$ cat src/logic/tzcb_defines.svh
// Register map, field positions, reset values and code points for the timer
`ifndef TZCB_DEFINES_SVH
`define TZCB_DEFINES_SVH

// ------------------------------------------------------------------
// Register byte offsets
// ------------------------------------------------------------------
`define TZCB_OFS_CTRL      8'h00
`define TZCB_OFS_REF       8'h04
`define TZCB_OFS_COUNT     8'h08
`define TZCB_OFS_FLAGS     8'h0c
`define TZCB_OFS_BUF       8'h10

// ------------------------------------------------------------------
// Control register fields
// ------------------------------------------------------------------
`define TZCB_CTRL_SPARE    7
`define TZCB_CTRL_MODE_HI  6
`define TZCB_CTRL_MODE_LO  5
`define TZCB_CTRL_CLR      4
`define TZCB_CTRL_CS_HI    3
`define TZCB_CTRL_CS_LO    0

// ------------------------------------------------------------------
// Flag register fields
// ------------------------------------------------------------------
`define TZCB_FLAG_OVF      0
`define TZCB_FLAG_MATCH    1

// ------------------------------------------------------------------
// Reset values and constants
// ------------------------------------------------------------------
`define TZCB_RST_BYTE      8'h00
`define TZCB_CNT_TOP       8'hff
`define TZCB_CNT_ONE       8'h01
`define TZCB_RD_ZERO       32'h0000_0000
`define TZCB_PRE_ONE       11'h001

// ------------------------------------------------------------------
// Prescaler shift per internal clock code (low three select bits)
// ------------------------------------------------------------------
`define TZCB_SH_DIV2       4'h1
`define TZCB_SH_DIV4       4'h2
`define TZCB_SH_DIV8       4'h3
`define TZCB_SH_DIV16      4'h4
`define TZCB_SH_DIV32      4'h5
`define TZCB_SH_DIV128     4'h7
`define TZCB_SH_DIV512     4'h9
`define TZCB_SH_DIV2048    4'hb

`endif

$ cat src/logic/tzcb_pkg.sv
// Types shared by the timer control blocks
package tzcb_pkg;

    // Clock-source codes of the control register
    typedef enum logic [3:0] {
        TZCB_CS_STOP   = 4'h0,
        TZCB_CS_RES1   = 4'h1,
        TZCB_CS_RES2   = 4'h2,
        TZCB_CS_RES3   = 4'h3,
        TZCB_CS_RES4   = 4'h4,
        TZCB_CS_EXT_R  = 4'h5,
        TZCB_CS_EXT_F  = 4'h6,
        TZCB_CS_RES7   = 4'h7,
        TZCB_CS_DIV2   = 4'h8,
        TZCB_CS_DIV4   = 4'h9,
        TZCB_CS_DIV8   = 4'ha,
        TZCB_CS_DIV16  = 4'hb,
        TZCB_CS_DIV32  = 4'hc,
        TZCB_CS_DIV128 = 4'hd,
        TZCB_CS_DIV512 = 4'he,
        TZCB_CS_DIV2K  = 4'hf
    } tzcb_cs_e;

    // Operating modes, Gray ordered
    typedef enum logic [1:0] {
        TZCB_MODE_INTERVAL = 2'h0,
        TZCB_MODE_PWM      = 2'h1,
        TZCB_MODE_CAPT_A   = 2'h3,
        TZCB_MODE_CAPT_B   = 2'h2
    } tzcb_mode_e;

endpackage

$ cat src/logic/tzcb_prescale.sv
// Free-running divider of the system clock with a selectable tick
`timescale 1ns/1ps
`include "tzcb_defines.svh"

module tzcb_prescale #(
    parameter int W = 11                // Divider width, covers /2048
) (
    input  wire logic        pclk,
    input  wire logic        presetn,
    input  wire logic [2:0]  sel,
    output logic             tick
);
    import tzcb_pkg::*;

    logic [W-1:0] div_ff;               // Divider count
    logic [W-1:0] mask;                 // Low bits that must be all ones
    logic [3:0]   shift;                // Log2 of the divide ratio
    logic         tick_ff;              // One pulse per divided period

    // ------------------------------------------------------------------
    // Divide ratio lookup
    // ------------------------------------------------------------------
    always_comb begin
        unique case (sel)
            3'h0: shift = `TZCB_SH_DIV2;
            3'h1: shift = `TZCB_SH_DIV4;
            3'h2: shift = `TZCB_SH_DIV8;
            3'h3: shift = `TZCB_SH_DIV16;
            3'h4: shift = `TZCB_SH_DIV32;
            3'h5: shift = `TZCB_SH_DIV128;
            3'h6: shift = `TZCB_SH_DIV512;
            3'h7: shift = `TZCB_SH_DIV2048;
        endcase
        mask = W'((W'(1) << shift) - W'(1));
    end

    // ------------------------------------------------------------------
    // Counter runs always so ratio changes take effect at once
    // ------------------------------------------------------------------
    always_ff @(posedge pclk or negedge presetn) begin
        if (!presetn) begin
            div_ff <= '0;
        end else begin
            div_ff <= div_ff + W'(1);
        end
    end

    // Tick registered; a ratio change may give one short period
    always_ff @(posedge pclk or negedge presetn) begin
        if (!presetn) begin
            tick_ff <= 1'b0;
        end else begin
            tick_ff <= ((div_ff & mask) == mask);
        end
    end

    assign tick = tick_ff;

endmodule // tzcb_prescale

$ cat src/logic/tzcb_edge.sv
// Edge detector for the external count pin
`timescale 1ns/1ps

module tzcb_edge (
    input  wire logic pclk,
    input  wire logic presetn,
    input  wire logic pin,
    output logic      rise,
    output logic      fall
);
    import tzcb_pkg::*;

    logic prev_ff;                      // Pin level one clock ago
    logic rise_ff;                      // Rising edge pulse
    logic fall_ff;                      // Falling edge pulse

    // ------------------------------------------------------------------
    // Pin is synchronous; compare with last sample
    // ------------------------------------------------------------------
    always_ff @(posedge pclk or negedge presetn) begin
        if (!presetn) begin
            prev_ff <= 1'b0;
            rise_ff <= 1'b0;
            fall_ff <= 1'b0;
        end else begin
            prev_ff <= pin;
            rise_ff <= pin & ~prev_ff;
            fall_ff <= ~pin & prev_ff;
        end
    end

    assign rise = rise_ff;
    assign fall = fall_ff;

endmodule // tzcb_edge

$ cat src/logic/tzcb_timer.sv
// Timer clock select, counter clear and compare buffer with APB registers
`timescale 1ns/1ps
`include "tzcb_defines.svh"

module tzcb_timer (
    input  wire logic        pclk,
    input  wire logic        presetn,
    input  wire logic        psel,
    input  wire logic        penable,
    input  wire logic        pwrite,
    input  wire logic [7:0]  paddr,
    input  wire logic [31:0] pwdata,
    output logic [31:0]      prdata,
    output logic             pready,
    output logic             pslverr,
    input  wire logic        external_count_pin,
    input  wire logic        match_service_ack,
    input  wire logic        ovf_service_ack,
    output logic             match_request_flag,
    output logic             overflow_request_flag,
    output logic [7:0]       count_value
);
    import tzcb_pkg::*;

    // ------------------------------------------------------------------
    // Storage
    // ------------------------------------------------------------------
    logic        spare_ff;              // Unused control bit, kept R/W
    tzcb_mode_e  mode_ff;               // Operating mode
    logic        clr_ff;                // Pending counter-clear command
    tzcb_cs_e    cs_ff;                 // Count clock select
    logic [7:0]  ref_ff;                // Software compare reference
    logic [7:0]  buf_ff;                // Compare buffer seen by comparator
    logic [7:0]  cnt_ff;                // Timer counter
    logic        match_ff;              // Match request flag
    logic        ovf_ff;                // Overflow request flag
    logic [31:0] prdata_ff;             // Read data
    logic        pready_ff;             // Access-phase ready
    logic        pslverr_ff;            // Unmapped address error

    // ------------------------------------------------------------------
    // Combinational helpers
    // ------------------------------------------------------------------
    logic        pre_tick;              // Prescaler tick
    logic        pin_rise;              // Pin rising edge
    logic        pin_fall;              // Pin falling edge
    logic        cnt_tick;              // Counter advance strobe
    logic        match_ev;              // Counter equals buffer on a tick
    logic        ovf_ev;                // Counter wraps on a tick
    logic        wr_go;                 // Write takes effect this edge
    logic        mapped;                // Address hits a register
    logic [7:0]  ctrl_rd;               // Control register as read
    logic [31:0] nxt_prdata;            // Read data for the decoded address

    // ------------------------------------------------------------------
    // Clock sources
    // ------------------------------------------------------------------
    tzcb_prescale #(
        .W (11)
    ) u_pre (
        .pclk    (pclk),
        .presetn (presetn),
        .sel     (cs_ff[2:0]),
        .tick    (pre_tick)
    );

    tzcb_edge u_edge (
        .pclk    (pclk),
        .presetn (presetn),
        .pin     (external_count_pin),
        .rise    (pin_rise),
        .fall    (pin_fall)
    );

    // Select the counting strobe from the clock-source code
    always_comb begin
        unique case (cs_ff)
            TZCB_CS_EXT_R:  cnt_tick = pin_rise;
            TZCB_CS_EXT_F:  cnt_tick = pin_fall;
            TZCB_CS_DIV2, TZCB_CS_DIV4, TZCB_CS_DIV8, TZCB_CS_DIV16,
            TZCB_CS_DIV32, TZCB_CS_DIV128, TZCB_CS_DIV512,
            TZCB_CS_DIV2K:  cnt_tick = pre_tick;
            // Stop and reserved codes give no clock
            default:        cnt_tick = 1'b0;
        endcase
    end

    // ------------------------------------------------------------------
    // Compare and overflow events
    // ------------------------------------------------------------------
    // Comparator looks only at the buffer, so a reference write cannot
    // disturb the period that is running
    always_comb begin
        match_ev = 1'b0;
        ovf_ev   = 1'b0;
        if (cnt_tick && !clr_ff) begin
            unique case (mode_ff)
                TZCB_MODE_INTERVAL,
                TZCB_MODE_PWM: begin
                    match_ev = (cnt_ff == buf_ff);
                    ovf_ev   = (cnt_ff == `TZCB_CNT_TOP) && !(
                        mode_ff == TZCB_MODE_INTERVAL && match_ev);
                end
                TZCB_MODE_CAPT_A,
                TZCB_MODE_CAPT_B: begin
                    ovf_ev   = (cnt_ff == `TZCB_CNT_TOP);
                end
            endcase
        end
    end

    // ------------------------------------------------------------------
    // Counter
    // ------------------------------------------------------------------
    always_ff @(posedge pclk or negedge presetn) begin
        if (!presetn) begin
            cnt_ff <= `TZCB_RST_BYTE;
        end else if (clr_ff) begin
            // Clear command wins over counting
            cnt_ff <= `TZCB_RST_BYTE;
        end else if (match_ev && mode_ff == TZCB_MODE_INTERVAL) begin
            // Interval mode restarts at each match
            cnt_ff <= `TZCB_RST_BYTE;
        end else if (cnt_tick) begin
            cnt_ff <= cnt_ff + `TZCB_CNT_ONE;
        end
    end

    // ------------------------------------------------------------------
    // Compare buffer
    // ------------------------------------------------------------------
    always_ff @(posedge pclk or negedge presetn) begin
        if (!presetn) begin
            buf_ff <= `TZCB_RST_BYTE;
        end else if (clr_ff || ovf_ev || match_ev) begin
            buf_ff <= ref_ff;
        end
    end

    // ------------------------------------------------------------------
    // APB decode
    // ------------------------------------------------------------------
    assign wr_go = psel && penable && pready_ff && pwrite;

    always_comb begin
        ctrl_rd = {spare_ff, mode_ff, clr_ff, cs_ff};
        mapped  = 1'b1;
        unique case (paddr)
            `TZCB_OFS_CTRL:  nxt_prdata = {24'h000000, ctrl_rd};
            `TZCB_OFS_REF:   nxt_prdata = {24'h000000, ref_ff};
            `TZCB_OFS_COUNT: nxt_prdata = {24'h000000, cnt_ff};
            `TZCB_OFS_FLAGS: nxt_prdata = {30'h0, match_ff, ovf_ff};
            `TZCB_OFS_BUF:   nxt_prdata = {24'h000000, buf_ff};
            default: begin
                nxt_prdata = `TZCB_RD_ZERO;
                mapped     = 1'b0;
            end
        endcase
    end

    // Ready and error are raised in setup so every access is one cycle
    always_ff @(posedge pclk or negedge presetn) begin
        if (!presetn) begin
            pready_ff  <= 1'b0;
            pslverr_ff <= 1'b0;
        end else begin
            pready_ff  <= psel && !penable;
            pslverr_ff <= psel && !penable && !mapped;
        end
    end

    // Read data captured in setup, held through the access phase
    always_ff @(posedge pclk or negedge presetn) begin
        if (!presetn) begin
            prdata_ff <= `TZCB_RD_ZERO;
        end else if (psel && !penable && !pwrite) begin
            prdata_ff <= nxt_prdata;
        end
    end

    // ------------------------------------------------------------------
    // Control register
    // ------------------------------------------------------------------
    always_ff @(posedge pclk or negedge presetn) begin
        if (!presetn) begin
            spare_ff <= 1'b0;
            mode_ff  <= TZCB_MODE_INTERVAL;
            cs_ff    <= TZCB_CS_STOP;
        end else if (wr_go && paddr == `TZCB_OFS_CTRL) begin
            spare_ff <= pwdata[`TZCB_CTRL_SPARE];
            mode_ff  <= tzcb_mode_e'(
                pwdata[`TZCB_CTRL_MODE_HI:`TZCB_CTRL_MODE_LO]);
            cs_ff    <= tzcb_cs_e'(pwdata[`TZCB_CTRL_CS_HI:`TZCB_CTRL_CS_LO]);
        end
    end

    // Clear bit lives one cycle; writing zero leaves it alone
    always_ff @(posedge pclk or negedge presetn) begin
        if (!presetn) begin
            clr_ff <= 1'b0;
        end else if (wr_go && paddr == `TZCB_OFS_CTRL &&
                     pwdata[`TZCB_CTRL_CLR]) begin
            clr_ff <= 1'b1;
        end else begin
            clr_ff <= 1'b0;
        end
    end

    // ------------------------------------------------------------------
    // Reference data register
    // ------------------------------------------------------------------
    // Software must load this before the clear command, since the clear
    // copies it into the buffer, as a match or an overflow also does
    always_ff @(posedge pclk or negedge presetn) begin
        if (!presetn) begin
            ref_ff <= `TZCB_RST_BYTE;
        end else if (wr_go && paddr == `TZCB_OFS_REF) begin
            ref_ff <= pwdata[7:0];
        end
    end

    // ------------------------------------------------------------------
    // Request flags: set beats any clear in the same cycle
    // ------------------------------------------------------------------
    always_ff @(posedge pclk or negedge presetn) begin
        if (!presetn) begin
            match_ff <= 1'b0;
        end else if (match_ev) begin
            match_ff <= 1'b1;
        end else if (match_service_ack) begin
            match_ff <= 1'b0;
        end else if (wr_go && paddr == `TZCB_OFS_FLAGS &&
                     pwdata[`TZCB_FLAG_MATCH]) begin
            match_ff <= 1'b0;
        end
    end

    always_ff @(posedge pclk or negedge presetn) begin
        if (!presetn) begin
            ovf_ff <= 1'b0;
        end else if (ovf_ev) begin
            ovf_ff <= 1'b1;
        end else if (ovf_service_ack) begin
            ovf_ff <= 1'b0;
        end else if (wr_go && paddr == `TZCB_OFS_FLAGS &&
                     pwdata[`TZCB_FLAG_OVF]) begin
            ovf_ff <= 1'b0;
        end
    end

    // ------------------------------------------------------------------
    // Outputs, all straight from flip-flops
    // ------------------------------------------------------------------
    assign prdata                = prdata_ff;
    assign pready                = pready_ff;
    assign pslverr               = pslverr_ff;
    assign match_request_flag    = match_ff;
    assign overflow_request_flag = ovf_ff;
    assign count_value           = cnt_ff;

endmodule // tzcb_timer

$ cat config.mk
export PLATFORM = sky130hd
export DESIGN_NAME = tzcb_timer
export DESIGN_NICKNAME = d
export VERILOG_FILES = /design/src/logic/tzcb_pkg.sv /design/src/logic/tzcb_prescale.sv /design/src/logic/tzcb_edge.sv /design/src/logic/tzcb_timer.sv
export VERILOG_INCLUDE_DIRS = /design/src /design/src/logic
export SDC_FILE = /design/constraint.sdc
export NUM_CORES = 1
export LEC_CHECK = 0
export BUFFER_PORTS_ARGS = -buffer_cell sky130_fd_sc_hd__clkbuf_2
export CAP_MARGIN = 20
export CELL_PAD_IN_SITES_DETAIL_PLACEMENT = 1
export CELL_PAD_IN_SITES_GLOBAL_PLACEMENT = 1
export CORE_ASPECT_RATIO = 0.5
export CORE_MARGIN = 5
export CORE_UTILIZATION = 40
export CTS_CLUSTER_SIZE = 14
export DETAILED_ROUTE_END_ITERATION = 6
export PLACE_DENSITY = 0.9
export SETUP_SLACK_MARGIN = 0.1
export SYNTH_ARGS = -nofsm -noshare
export SYNTH_HDL_FRONTEND = slang
export SYNTH_SLANG_ARGS = --single-unit
$ cat constraint.sdc
create_clock -name pclk -period 2.99 [get_ports pclk]
set_clock_uncertainty 0.15 [all_clocks]
set_input_delay 0.1495 -clock pclk [delete_from_list [all_inputs] [get_ports pclk]]
set_output_delay 0.1495 -clock pclk [all_outputs]
set_load 0.02 [all_outputs]
==> results of run 1 <==
[worst min-delay path, delay by kind of cell]
| kind | cells | cell delay (ns) |
|---|---|---|
| buffers and inverters | 1 | 0.09 |
| and+or+nand+nor | 2 | 0.14 |
| AOI/OAI and AO/OA | 1 | 0.09 |
[timing repair]
action	4_1_cts	5_1_grt
hold buffers	18	0
resized for setup	0	0
hold endpoints to repair	58	0
[power by group through the flow]
stage	registers [mW]	clock network [mW]	logic (mW)
2_1_floorplan	0.821	0	0.0735
3_3_place_gp	0.820	0	0.0925
3_5_place_dp	0.820	0	0.0948
4_1_cts	0.807	0.920	0.112
5_1_grt	0.807	0.961	0.126
6_report	0.807	0.907	0.116
[per-layer routing]
layer | track usage | part of all wire
met1 | 0.2058 | 0.40
met5 | 0 | 0
met4 | 0.07965 | 0.030
met2 | 0.3517 | 0.51
met3 | 0.05062 | 0.056
[cells in the final DEF (no fill, tap or decap), types with 4 or more instances in the layout]
| cell | n |
|---|---|
| clkbuf_2 | 43 |
| a31oi_1 | 14 |
| ha_1 | 7 |
| dlygate4sd3_1 | 18 |
| o21ai_0 | 19 |
| dfrtp_1 | 59 |
| and3_1 | 10 |
| nand2_1 | 23 |
| nor2_1 | 6 |
| nand3_1 | 19 |
| conb_1 | 24 |
| mux2_2 | 23 |
| nor3_1 | 6 |
| clkbuf_16 | 9 |
| a21oi_1 | 4 |
| xor2_1 | 10 |
| inv_1 | 11 |
| xnor2_1 | 9 |
| nor2b_1 | 7 |
| mux2i_1 | 6 |
| a22oi_1 | 7 |
[worst paths after layout]
kind                       cells past startpoint            from              end  slack (ns)
min reg2reg                                    1  u_edge.prev_ff      u_edge.rise        0.26
max reg2reg                                    9        cs_ff[1]       u_pre.tick        0.40
min                                            4        paddr[0]        prdata[0]        0.05
max in group asynchronous                      3         presetn        buf_ff[5]        1.60
max                                            9        cs_ff[1]       u_pre.tick        0.40
min in group asynchronous                      2         presetn  u_pre.div_ff[2]        0.34
[layout make-up]
class	count	area [µm²]
fill	882	4020
multi-input combinational	225	1556
sequential	59	1476
timing repair buffer	64	417.9
clock buffer	12	246.5
tap	112	140.1
inverter	11	41.29
clock inverter	3	15.01
[state kept, by name, indices dropped and copies added (netlist names), 2 cells and up]
signal        flops
u_pre.div_ff     11
buf_ff            8
count_value       8
prdata            8
ref_ff            8
cs_ff             4
mode_ff           2
[cell families after synthesis]
| kind of cell | after synthesis | synth area share |
|---|---|---|
| compound gates | 54 | 0.1100 |
| fa+ha+maj | 7 | 0.02721 |
| flops | 59 | 0.4588 |
| mux | 31 | 0.1131 |
| xor+xnor | 19 | 0.05171 |
| simple gates | 90 | 0.1536 |
| buf+inv | 45 | 0.08437 |
| other cells | 1 | 0.001165 |
==> key figures, run 1 <==
Critical path
  • Category of cells accounting for the largest share of critical-path delay: adder cells
  • Critical path buffers and inverters: 2
  • Slowest library cell on the worst path: dfrtp_1
  • Slowest stage delay, CP: 0.49 ns
  • Critical Path End Type: register
  • Critical path, cell by cell: inv_1 -> ha_1 -> nor3_1 -> nand2_1 -> ha_1 -> inv_1 -> nor3_1 -> a211o_1 -> a211oi_1
  • Critical-path maximum fanout: 8
  • Kind of start point of the critical path: register
  • Required time at the worst-slack endpoint: 3.06 ns
  • CP arrival: 2.66 ns
  • Critical path class: reg -> reg

Yosys
  • Yosys top cell by area: dfrtp_1
  • Average instance area after synthesis: 10.52 µm²
  • Fraction of synthesized cell area taken by the top area cell type: 0.4588
  • Main synth FF type: dfrtp_1
  • Post-synthesis cell area: 3218 µm²
  • Post-Synthesis Cells: 306
  • Synthesis-stage register bit count: 59
  • Most area-consuming cells after synthesis: dfrtp_1, mux2_2, buf_4, nand3_1, o21ai_0
  • Sequential-to-total area share from yosys stat: 0.4588
  • Yosys warning total: 0
  • Count leader, synth: dfrtp_1
  • Number of distinct library cells after synthesis: 45
  • Most numerous cell types in the synthesized netlist: dfrtp_1, buf_4, mux2_2, nand2_1
  • Asr flop ratio synth: 1.000
  • Count of flip-flops with a built-in enable after synthesis: 0

Placement
  • Placed Cells incl. Taps: 453
  • Cell Area, Placed: 3452 µm²
  • Weighted congestion reported at the end of routability-driven placement: 0.8131
  • Half-perimeter wire length after placement: 5906 µm
  • Total of buffers placed on input and output ports: 43
  • Worst slack after detailed placement: 0.4170 ns

Detailed routing
  • Antenna-violating nets left: 0
  • Initial DRC Count: 128
  • Via density per instance: 5.286
  • Post-DR wirelength/cell: 18.76 µm
  • Number of design rule violations left after detail routing: 0
  • Post-Route WL: 9118 µm
  • Vias: 2,569
  • Detailed-router iteration count before antenna repair: 4

Global route
  • Aggregate global routing overflow: 0
  • GRT Resource Usage Total: 0.1888
  • Via count of the first global-routing pass: 2,831
  • Number of antenna violations at the first check in global routing: 0
  • Pin count of the biggest net entering global routing: 37
  • First-pass GRT wire length: 14,370 µm

Power and ir drop
  • Power share of the sequential group: 0.441
  • Switching Fraction: 0.2271
  • Worst IR drop on VDD: 0.2712 mV
  • Combinational share of power: 0.063
  • Leakage power figure: 1.893 nW
  • Total internal power: 1.414 mW
  • Areal power density over the cells: 470.0 nW/µm²
  • Total Power: 1.830 mW
  • Part of the total power dissipated in the clock network: 0.495
  • Net load switching power: 0.4157 mW

STA
  • RSZ-0062 raised after global routing: no
  • Fin. max-slew vios: 0
  • Hold WS: 0.05430 ns
  • Top achievable clock speed: 385.8 MHz
  • Final hold violation count: 0
  • Pin slew with the least headroom to its limit: 0.9080 ns
  • Clock period minus final worst setup slack: 2.592 ns
  • Final Setup Violations: 0
  • Part of the cycle the worst path needs: 0.8669
  • Accumulated negative setup slack: 0 ns
  • Final setup margin: 0.3981 ns
  • Worst slew margin: 0.3947

Finish
  • Total non-filler cell area in the finished layout: 3894 µm²
  • Post-Layout Cell Count: 486
  • Fin util: 0.4920
  • Final antenna diode count: 0
  • Total Nets Final: 425
  • Synth-to-layout area growth: 21.00%
  • Ratio of cells with drive above 1 in the final layout: 0.2513

CTS
  • Clk Tree Root Cell: clkbuf_16
  • Count of buffers added by post-CTS timing repair for setup: 0
  • CTS Buf Count: 9
  • Number of clock sinks: 59
  • Clock Path Buffers: 2
  • Worst-path clk slew: 0.05 ns
  • Insertion delay of the later-clocked pin in the worst-skew pair: 0.32 ns
  • Clock tree from TritonCTS: built
  • Number of levels in the clock H-tree: 3

Floorplan
  • Die W: 136.9 µm
  • Die area: 10,050 µm²
  • Area inside the core boundary: 7914 µm²
  • # rows: 23
  • Initial standard-cell utilization of the core: 0.4066
  • Height of the chip: 73.43 µm
  • I/O pin count: 92

Min path
  • Min-delay worst type: in -> reg

Run status
  • Status: complete, no violations

Run
  • Number of max-capacitance violations reported: 0
Power figures use the tool's default switching activity.
==> inputs of run 2 (changes only) <==
--- a/config.mk
+++ b/config.mk
@@ -6,16 +6,17 @@
 export SDC_FILE = /design/constraint.sdc
 export NUM_CORES = 1
 export LEC_CHECK = 0
-export BUFFER_PORTS_ARGS = -buffer_cell sky130_fd_sc_hd__clkbuf_2
 export CAP_MARGIN = 20
 export CELL_PAD_IN_SITES_DETAIL_PLACEMENT = 1
 export CELL_PAD_IN_SITES_GLOBAL_PLACEMENT = 1
 export CORE_ASPECT_RATIO = 0.5
 export CORE_MARGIN = 5
-export CORE_UTILIZATION = 40
+export CORE_UTILIZATION = 48
 export CTS_CLUSTER_SIZE = 14
 export DETAILED_ROUTE_END_ITERATION = 6
-export PLACE_DENSITY = 0.9
+export DONT_BUFFER_PORTS = 1
+export PLACE_DENSITY = 0.89
+export REMOVE_ABC_BUFFERS = 1
 export SETUP_SLACK_MARGIN = 0.1
 export SYNTH_ARGS = -nofsm -noshare
 export SYNTH_HDL_FRONTEND = slang
==> run 2 against run 1 <==
Net effect: register-to-register slack worse by 0.12 ns; hold slack worse by 0.022 ns; core utilization up 8.1 points; clock-buffer cell count down 1; critical path depth unchanged; combinational power down 18%; clock power up 25%; via count down 1.1%; highest routed layer unchanged.
==> key figures, run 2 (synthesis results as in run 1) <==
Critical path
  • Category of cells accounting for the largest share of critical-path delay: adder cells
  • Slowest stage delay, CP: 0.54 ns (+0.05 ns)
  • Critical path, cell by cell: inv_1 -> ha_1 -> nor3_1 -> nand2_1 -> ha_1 -> inv_1 -> nor3_1 -> a211o_1 -> a211oi_1
  • Critical Path End Type: register
  • Kind of start point of the critical path: register
  • CP arrival: 2.79 ns (+0.13 ns)
  • Critical path buffers and inverters: 2 (unchanged)
  • Critical path class: reg -> reg
  • Critical-path maximum fanout: 8 (unchanged)
  • Required time at the worst-slack endpoint: 3.07 ns (about the same)
  • Slowest library cell on the worst path: dfrtp_1

Finish
  • Register with the most flip-flops: u_pre.div_ff
  • Ratio of cells with drive above 1 in the final layout: 0.1612 (-0.09014)
  • Max reg flops: 11 (unchanged)
  • Most frequent cells in the layout: dfrtp_1, conb_1, nand2_1, mux2_2, dlygate4sd3_1
  • Most frequent standard cell in the layout excluding fill and tap cells: dfrtp_1
  • Total non-filler cell area in the finished layout: 3780 µm² (-2.9%)
  • Final antenna diode count: 0 (unchanged)
  • Synth-to-layout area growth: 17.46%
  • Total Nets Final: 386 (-9.2%)

Power and ir drop
  • Leakage power figure: 1.774 nW (-6.3%)
  • Total Power: 2.037 mW (+11%)
  • Areal power density over the cells: 538.8 nW/µm² (+15%)
  • Worst IR drop on VDD: 0.2559 mV (-5.7%)

Floorplan
  • Die area: 8541 µm² (-15%)
  • Die W: 125.8 µm (-8.1%)
  • Area inside the core boundary: 6595 µm² (-17%)
  • I/O pin count: 92 (unchanged)
  • Initial standard-cell utilization of the core: 0.4880 (+0.08131)
  • # rows: 21 (-8.7%)
  • Height of the chip: 67.90 µm (-7.5%)

STA
  • Worst slew margin: 0.6190 (+0.2243)
  • Final Setup Violations: 0 (unchanged)
  • Part of the cycle the worst path needs: 0.9062 (+0.03934)
  • Top achievable clock speed: 369.1 MHz (-4.3%)
  • Clock period minus final worst setup slack: 2.710 ns (+0.1176 ns)
  • Final setup margin: 0.2804 ns (-0.1176 ns)
  • Pin slew with the least headroom to its limit: 0.5671 ns (-0.3409 ns)
  • Fin. max-slew vios: 0 (unchanged)
  • Final hold violation count: 0 (unchanged)
  • Hold WS: 0.03246 ns (-0.02185 ns)
  • Accumulated negative setup slack: 0 ns (unchanged)
  • RSZ-0062 raised after global routing: no

CTS
  • Insertion delay of the later-clocked pin in the worst-skew pair: 0.33 ns (about the same)
  • Number of levels in the clock H-tree: 3 (unchanged)
  • Clock tree from TritonCTS: built
  • Worst-path clk slew: 0.05 ns (about the same)
  • Clock Path Buffers: 2 (unchanged)
  • CTS Buf Count: 9 (unchanged)
  • Number of clock sinks: 59 (unchanged)
  • Clk Tree Root Cell: clkbuf_16

Placement
  • Worst slack after detailed placement: 0.2814 ns (-0.1356 ns)
  • Weighted congestion reported at the end of routability-driven placement: 0.8581 (+5.5%)
  • Total of buffers placed on input and output ports: 0 (-100%)
  • Half-perimeter wire length after placement: 6003 µm (+1.6%)
  • Cell Area, Placed: 3204 µm² (-7.2%)

Global route
  • GRT Resource Usage Total: 0.2415 (+0.05268)
  • Via count of the first global-routing pass: 2,687 (-5.1%)
  • Aggregate global routing overflow: 0 (unchanged)
  • Pin count of the biggest net entering global routing: 60 (+62%)
  • First-pass GRT wire length: 15,640 µm (+8.8%)
  • Number of antenna violations at the first check in global routing: 0 (unchanged)

Detailed routing
  • Number of design rule violations left after detail routing: 0 (unchanged)
  • Initial DRC Count: 217 (+70%)
  • Via density per instance: 5.953 (+13%)
  • Vias: 2,542 (-1.1%)
  • Post-Route WL: 10,010 µm (+9.8%)
  • Antenna-violating nets left: 0 (unchanged)
  • Detailed-router iteration count before antenna repair: 4 (unchanged)
  • Post-DR wirelength/cell: 23.44 µm (+25%)

Min path
  • Min-delay worst type: in -> reg

Run
  • Number of max-capacitance violations reported: 0 (unchanged)

Run status
  • Status: complete, no violations
-- run 2: final cells by class --
type / instances / area [µm²]
Clock buffer: 11 / 252.7
Clock inverter: 4 / 73.82
Inverter: 11 / 41.29
Sequential cell: 59 / 1478
Timing Repair Buffer: 25 / 262.8
Multi-Input combinational cell: 225 / 1556
Fill cell: 699 / 2815
Tap cell: 92 / 115.1
-- run 2: layer usage --
layer	global-route usage	wire (µm)	vias up
li1	-	-	1096
met4	0.1096	310	0
met1	0.2725	3963	1280
met3	0.06703	885	28
met5	0	0	-
met2	0.4408	4852	138
-- run 2: worst min-delay path: cells and delay by family --
kind	cells	cell delay, ns
compound gates	3	0.31
-- run 2: where the power goes --
group          internal, mW  switching (mW)  total, mW  leakage (nW)
sequential            0.804         0.00487      0.809         0.802
clock                 0.769           0.363       1.13         0.162
combinational        0.0306          0.0643     0.0949         0.810
-- run 2: final timing paths --
check	startpoint	end	slack, ns	cells after the start
min in group asynchronous	presetn	u_pre.div_ff[7]	0.18	2
setup / recovery	cs_ff[1]	u_pre.tick	0.28	9
max in group asynchronous	presetn	cs_ff[0]	2.23	2
hold / removal	paddr[3]	prdata[7]	0.03	3
hold reg to reg	u_edge.prev_ff	u_edge.rise	0.27	1
setup reg to reg	cs_ff[1]	u_pre.tick	0.28	9
-- run 2: metrics by stage --
stage            util  std cells
3_5_place_dp   0.4859        389
4_1_cts        0.5729        427
3_3_place_gp   0.4859        389
5_1_grt        0.5731        427
6_report       0.5731        427
2_1_floorplan       -        295
-- run 2: timing repair --
item | 4_1_cts | 5_1_grt
hold buffers | 23 | 0
resized for setup | 0 | 1
hold endpoints to repair | 84 | 0
setup endpoints to repair | 0 | 1
buffers inserted | 0 | 0
==> inputs of run 3 (changes only) <==
--- a/config.mk
+++ b/config.mk
@@ -16,6 +16,7 @@
 export DETAILED_ROUTE_END_ITERATION = 6
 export DONT_BUFFER_PORTS = 1
 export PLACE_DENSITY = 0.89
+export RECOVER_POWER = 100
 export REMOVE_ABC_BUFFERS = 1
 export SETUP_SLACK_MARGIN = 0.1
 export SYNTH_ARGS = -nofsm -noshare
==> run 3 against run 2 <==
Net effect: clock power barely moved; via count fell by 0.59%; critical path depth fell by 2; sequential cell count did not move; design area fell by 1.3%; combinational power fell by 4.8%; register-to-register slack barely moved; critical endpoint is now spare_ff; largest power group unchanged.
==> key figures, run 3 (synthesis results as in run 1) <==
Run status
  • Status: complete, no violations

Critical path
  • Kind of start point of the critical path: primary input
  • Cell occurring most often along the worst timing path: dlygate4sd3_1
  • Reg-to-reg startpoint: cs_ff[1]
  • Setup slack of the worst register-to-register path: 0.28 ns (about the same)
  • Critical Path End Type: register
  • Critical-path maximum fanout: 8 (unchanged)
  • CP arrival: 2.83 ns (+0.04 ns)
  • Slowest stage delay, CP: 0.56 ns (+0.02 ns)
  • Category of cells accounting for the largest share of critical-path delay: simple AND/OR/NAND/NOR gates
  • Slowest library cell on the worst path: dlygate4sd3_1
  • Worst reg2reg endpoint: u_pre.tick
  • Critical path, cell by cell: dlygate4sd3_1 -> nor3_1 -> nand2_1 -> or2_0 -> nor3_4 -> mux2_2 -> dlygate4sd3_1
  • Worst reg-to-reg path cell count: 9 (unchanged)
  • Required time at the worst-slack endpoint: 3.04 ns (-0.03 ns)
  • Critical path buffers and inverters: 2 (unchanged)
  • Critical path class: in -> reg

CTS
  • Clock tree from TritonCTS: built
  • Number of levels in the clock H-tree: 3 (unchanged)
  • Number of clock sinks: 59 (unchanged)
  • Worst-path clk slew: 0.05 ns (about the same)
  • Insertion delay of the later-clocked pin in the worst-skew pair: 0.33 ns (about the same)
  • Clock Path Buffers: 2 (unchanged)
  • Clk Tree Root Cell: clkbuf_16
  • CTS Buf Count: 9 (unchanged)
  • Count of buffers added by post-CTS timing repair for setup: 0 (unchanged)

STA
  • Clock period minus final worst setup slack: 2.773 ns (+0.06313 ns)
  • Worst slew margin: 0.03254 (-0.5865)
  • Pin slew with the least headroom to its limit: 1.451 ns (+0.8841 ns)
  • Final Setup Violations: 0 (unchanged)
  • RSZ-0062 raised after global routing: no
  • Accumulated negative setup slack: 0 ns (unchanged)
  • Final hold violation count: 0 (unchanged)
  • Part of the cycle the worst path needs: 0.9273 (+0.02112)
  • Fin. max-slew vios: 0 (unchanged)
  • Top achievable clock speed: 360.7 MHz (-2.3%)

Floorplan
  • Height of the chip: 67.90 µm (unchanged)
  • Die area: 8541 µm² (unchanged)
  • I/O pin count: 92 (unchanged)
  • Area inside the core boundary: 6595 µm² (unchanged)
  • Die W: 125.8 µm (unchanged)
  • # rows: 21 (unchanged)
  • Initial standard-cell utilization of the core: 0.4880 (unchanged)

Run
  • Number of max-capacitance violations reported: 0 (unchanged)

Detailed routing
  • Number of design rule violations left after detail routing: 0 (unchanged)
  • Antenna-violating nets left: 0 (unchanged)
  • Initial DRC Count: 237 (+9.2%)
  • Detailed-router iteration count before antenna repair: 4 (unchanged)
  • Post-DR wirelength/cell: 23.38 µm (-0.26%)
  • Via density per instance: 5.918 (-0.59%)
  • Post-Route WL: 9985 µm (-0.26%)
  • Vias: 2,527 (-0.59%)

Finish
  • Total non-filler cell area in the finished layout: 3732 µm² (-1.3%)
  • Fin util: 0.5659 (-0.007209)
  • Number of fillers in the final layout: 704 (+0.72%)
  • Post-Layout Cell Count: 427 (unchanged)
  • Ratio of cells with drive above 1 in the final layout: 0.1284 (-0.03284)
  • Synth-to-layout area growth: 15.98%
  • Final antenna diode count: 0 (unchanged)
  • Total Nets Final: 386 (unchanged)
  • Max reg flops: 11 (unchanged)
  • Most frequent standard cell in the layout excluding fill and tap cells: dfrtp_1
  • Register with the most flip-flops: u_pre.div_ff
  • Most frequent cells in the layout: dfrtp_1, nand2_1, conb_1

Global route
  • Number of antenna violations at the first check in global routing: 0 (unchanged)
  • GRT Resource Usage Total: 0.2415 (unchanged)
  • First-pass GRT wire length: 15,640 µm (unchanged)
  • Pin count of the biggest net entering global routing: 60 (unchanged)
  • Aggregate global routing overflow: 0 (unchanged)
  • Via count of the first global-routing pass: 2,687 (unchanged)

Power and ir drop
  • Leakage power figure: 1.761 nW (-0.71%)
  • Worst IR drop on VDD: 0.2553 mV (-0.24%)
  • Total Power: 2.031 mW (-0.29%)
  • Areal power density over the cells: 544.1 nW/µm² (+0.99%)

Placement
  • Total of buffers placed on input and output ports: 0 (unchanged)
  • Half-perimeter wire length after placement: 6003 µm (unchanged)
  • Weighted congestion reported at the end of routability-driven placement: 0.8581 (unchanged)
  • Placed Cells incl. Taps: 389 (unchanged)
  • Cell Area, Placed: 3204 µm² (unchanged)

Min path
  • Cell depth of the worst hold path: 3 (unchanged)
  • Min-delay worst type: in -> reg
  • Beginning of the worst hold path: paddr[3]
  • End point of the most critical hold path: prdata[7]
==> run 3: changes by cell type in the layout (fill, tap and decap cells not counted), sizes merged <==
cell	before	now
buf	3	0
clkbuf	11	14
==> run 3: metal layers <==
layer  routed length, µm  global-route usage
met2                4908              0.4408
met5                   0                   0
met1                3859              0.2725
met4                 271              0.1096
met3                 945             0.06703
==> run 3: what timing repair did <==
action / in CTS / in global routing
setup endpoints to repair: 0 / 1
hold buffers: 23 / 0
gates resized for setup: 0 / 1
endpoints found under the hold margin: 84 / 0
==> run 3: worst reg2reg max path, cell delays in order, from the launching register on <==
cell      delay, ns
dfrtp_1        0.54
inv_1          0.12
ha_1           0.37
nor3_1         0.32
nand2_1        0.15
ha_1           0.29
inv_1          0.11
nor3_1         0.06
a211o_1        0.28
a211oi_1       0.23
==> run 3: power by group <==
group,internal [mW],switching [mW]
clock network,0.769,0.362
logic,0.0270,0.0633
registers,0.804,0.00487
total,1.60,0.430
==> run 3: through the flow <==
step | hold WS, ns | setup WS [ns]
after detailed placement | -0.2947 | 0.2814
after global placement | -0.2943 | 0.4723
after CTS | 0.02024 | 0.2363
after global routing | 0.06137 | 0.1560
final | 0.02670 | 0.2173
after floorplan | -0.2961 | 0.6921
==> run 3: layout make-up <==
cell class	instances	area, µm²	share of cell area
clock buffer	11	252.7	0.06772
clock inverter	4	73.82	0.01978
inverter	11	41.29	0.01106
multi-input combinational	225	1539	0.4123
sequential	59	1478	0.3959
tap	92	115.1	0.03084
timing repair buffer	25	232.7	0.06235
==> run 3: worst max path at each step <==
| stage | startpoint | end | slack [ns] | cells past startpoint |
|---|---|---|---|---|
| global placement | cs_ff[0] | u_pre.tick | 0.47 | 9 |
| CTS | cs_ff[0] | u_pre.tick | 0.24 | 9 |
| global route | paddr[7] | spare_ff | 0.16 | 7 |
| floorplan | cs_ff[0] | u_pre.tick | 0.69 | 9 |
| detailed placement | cs_ff[0] | u_pre.tick | 0.28 | 9 |
| finish | paddr[7] | spare_ff | 0.22 | 7 |
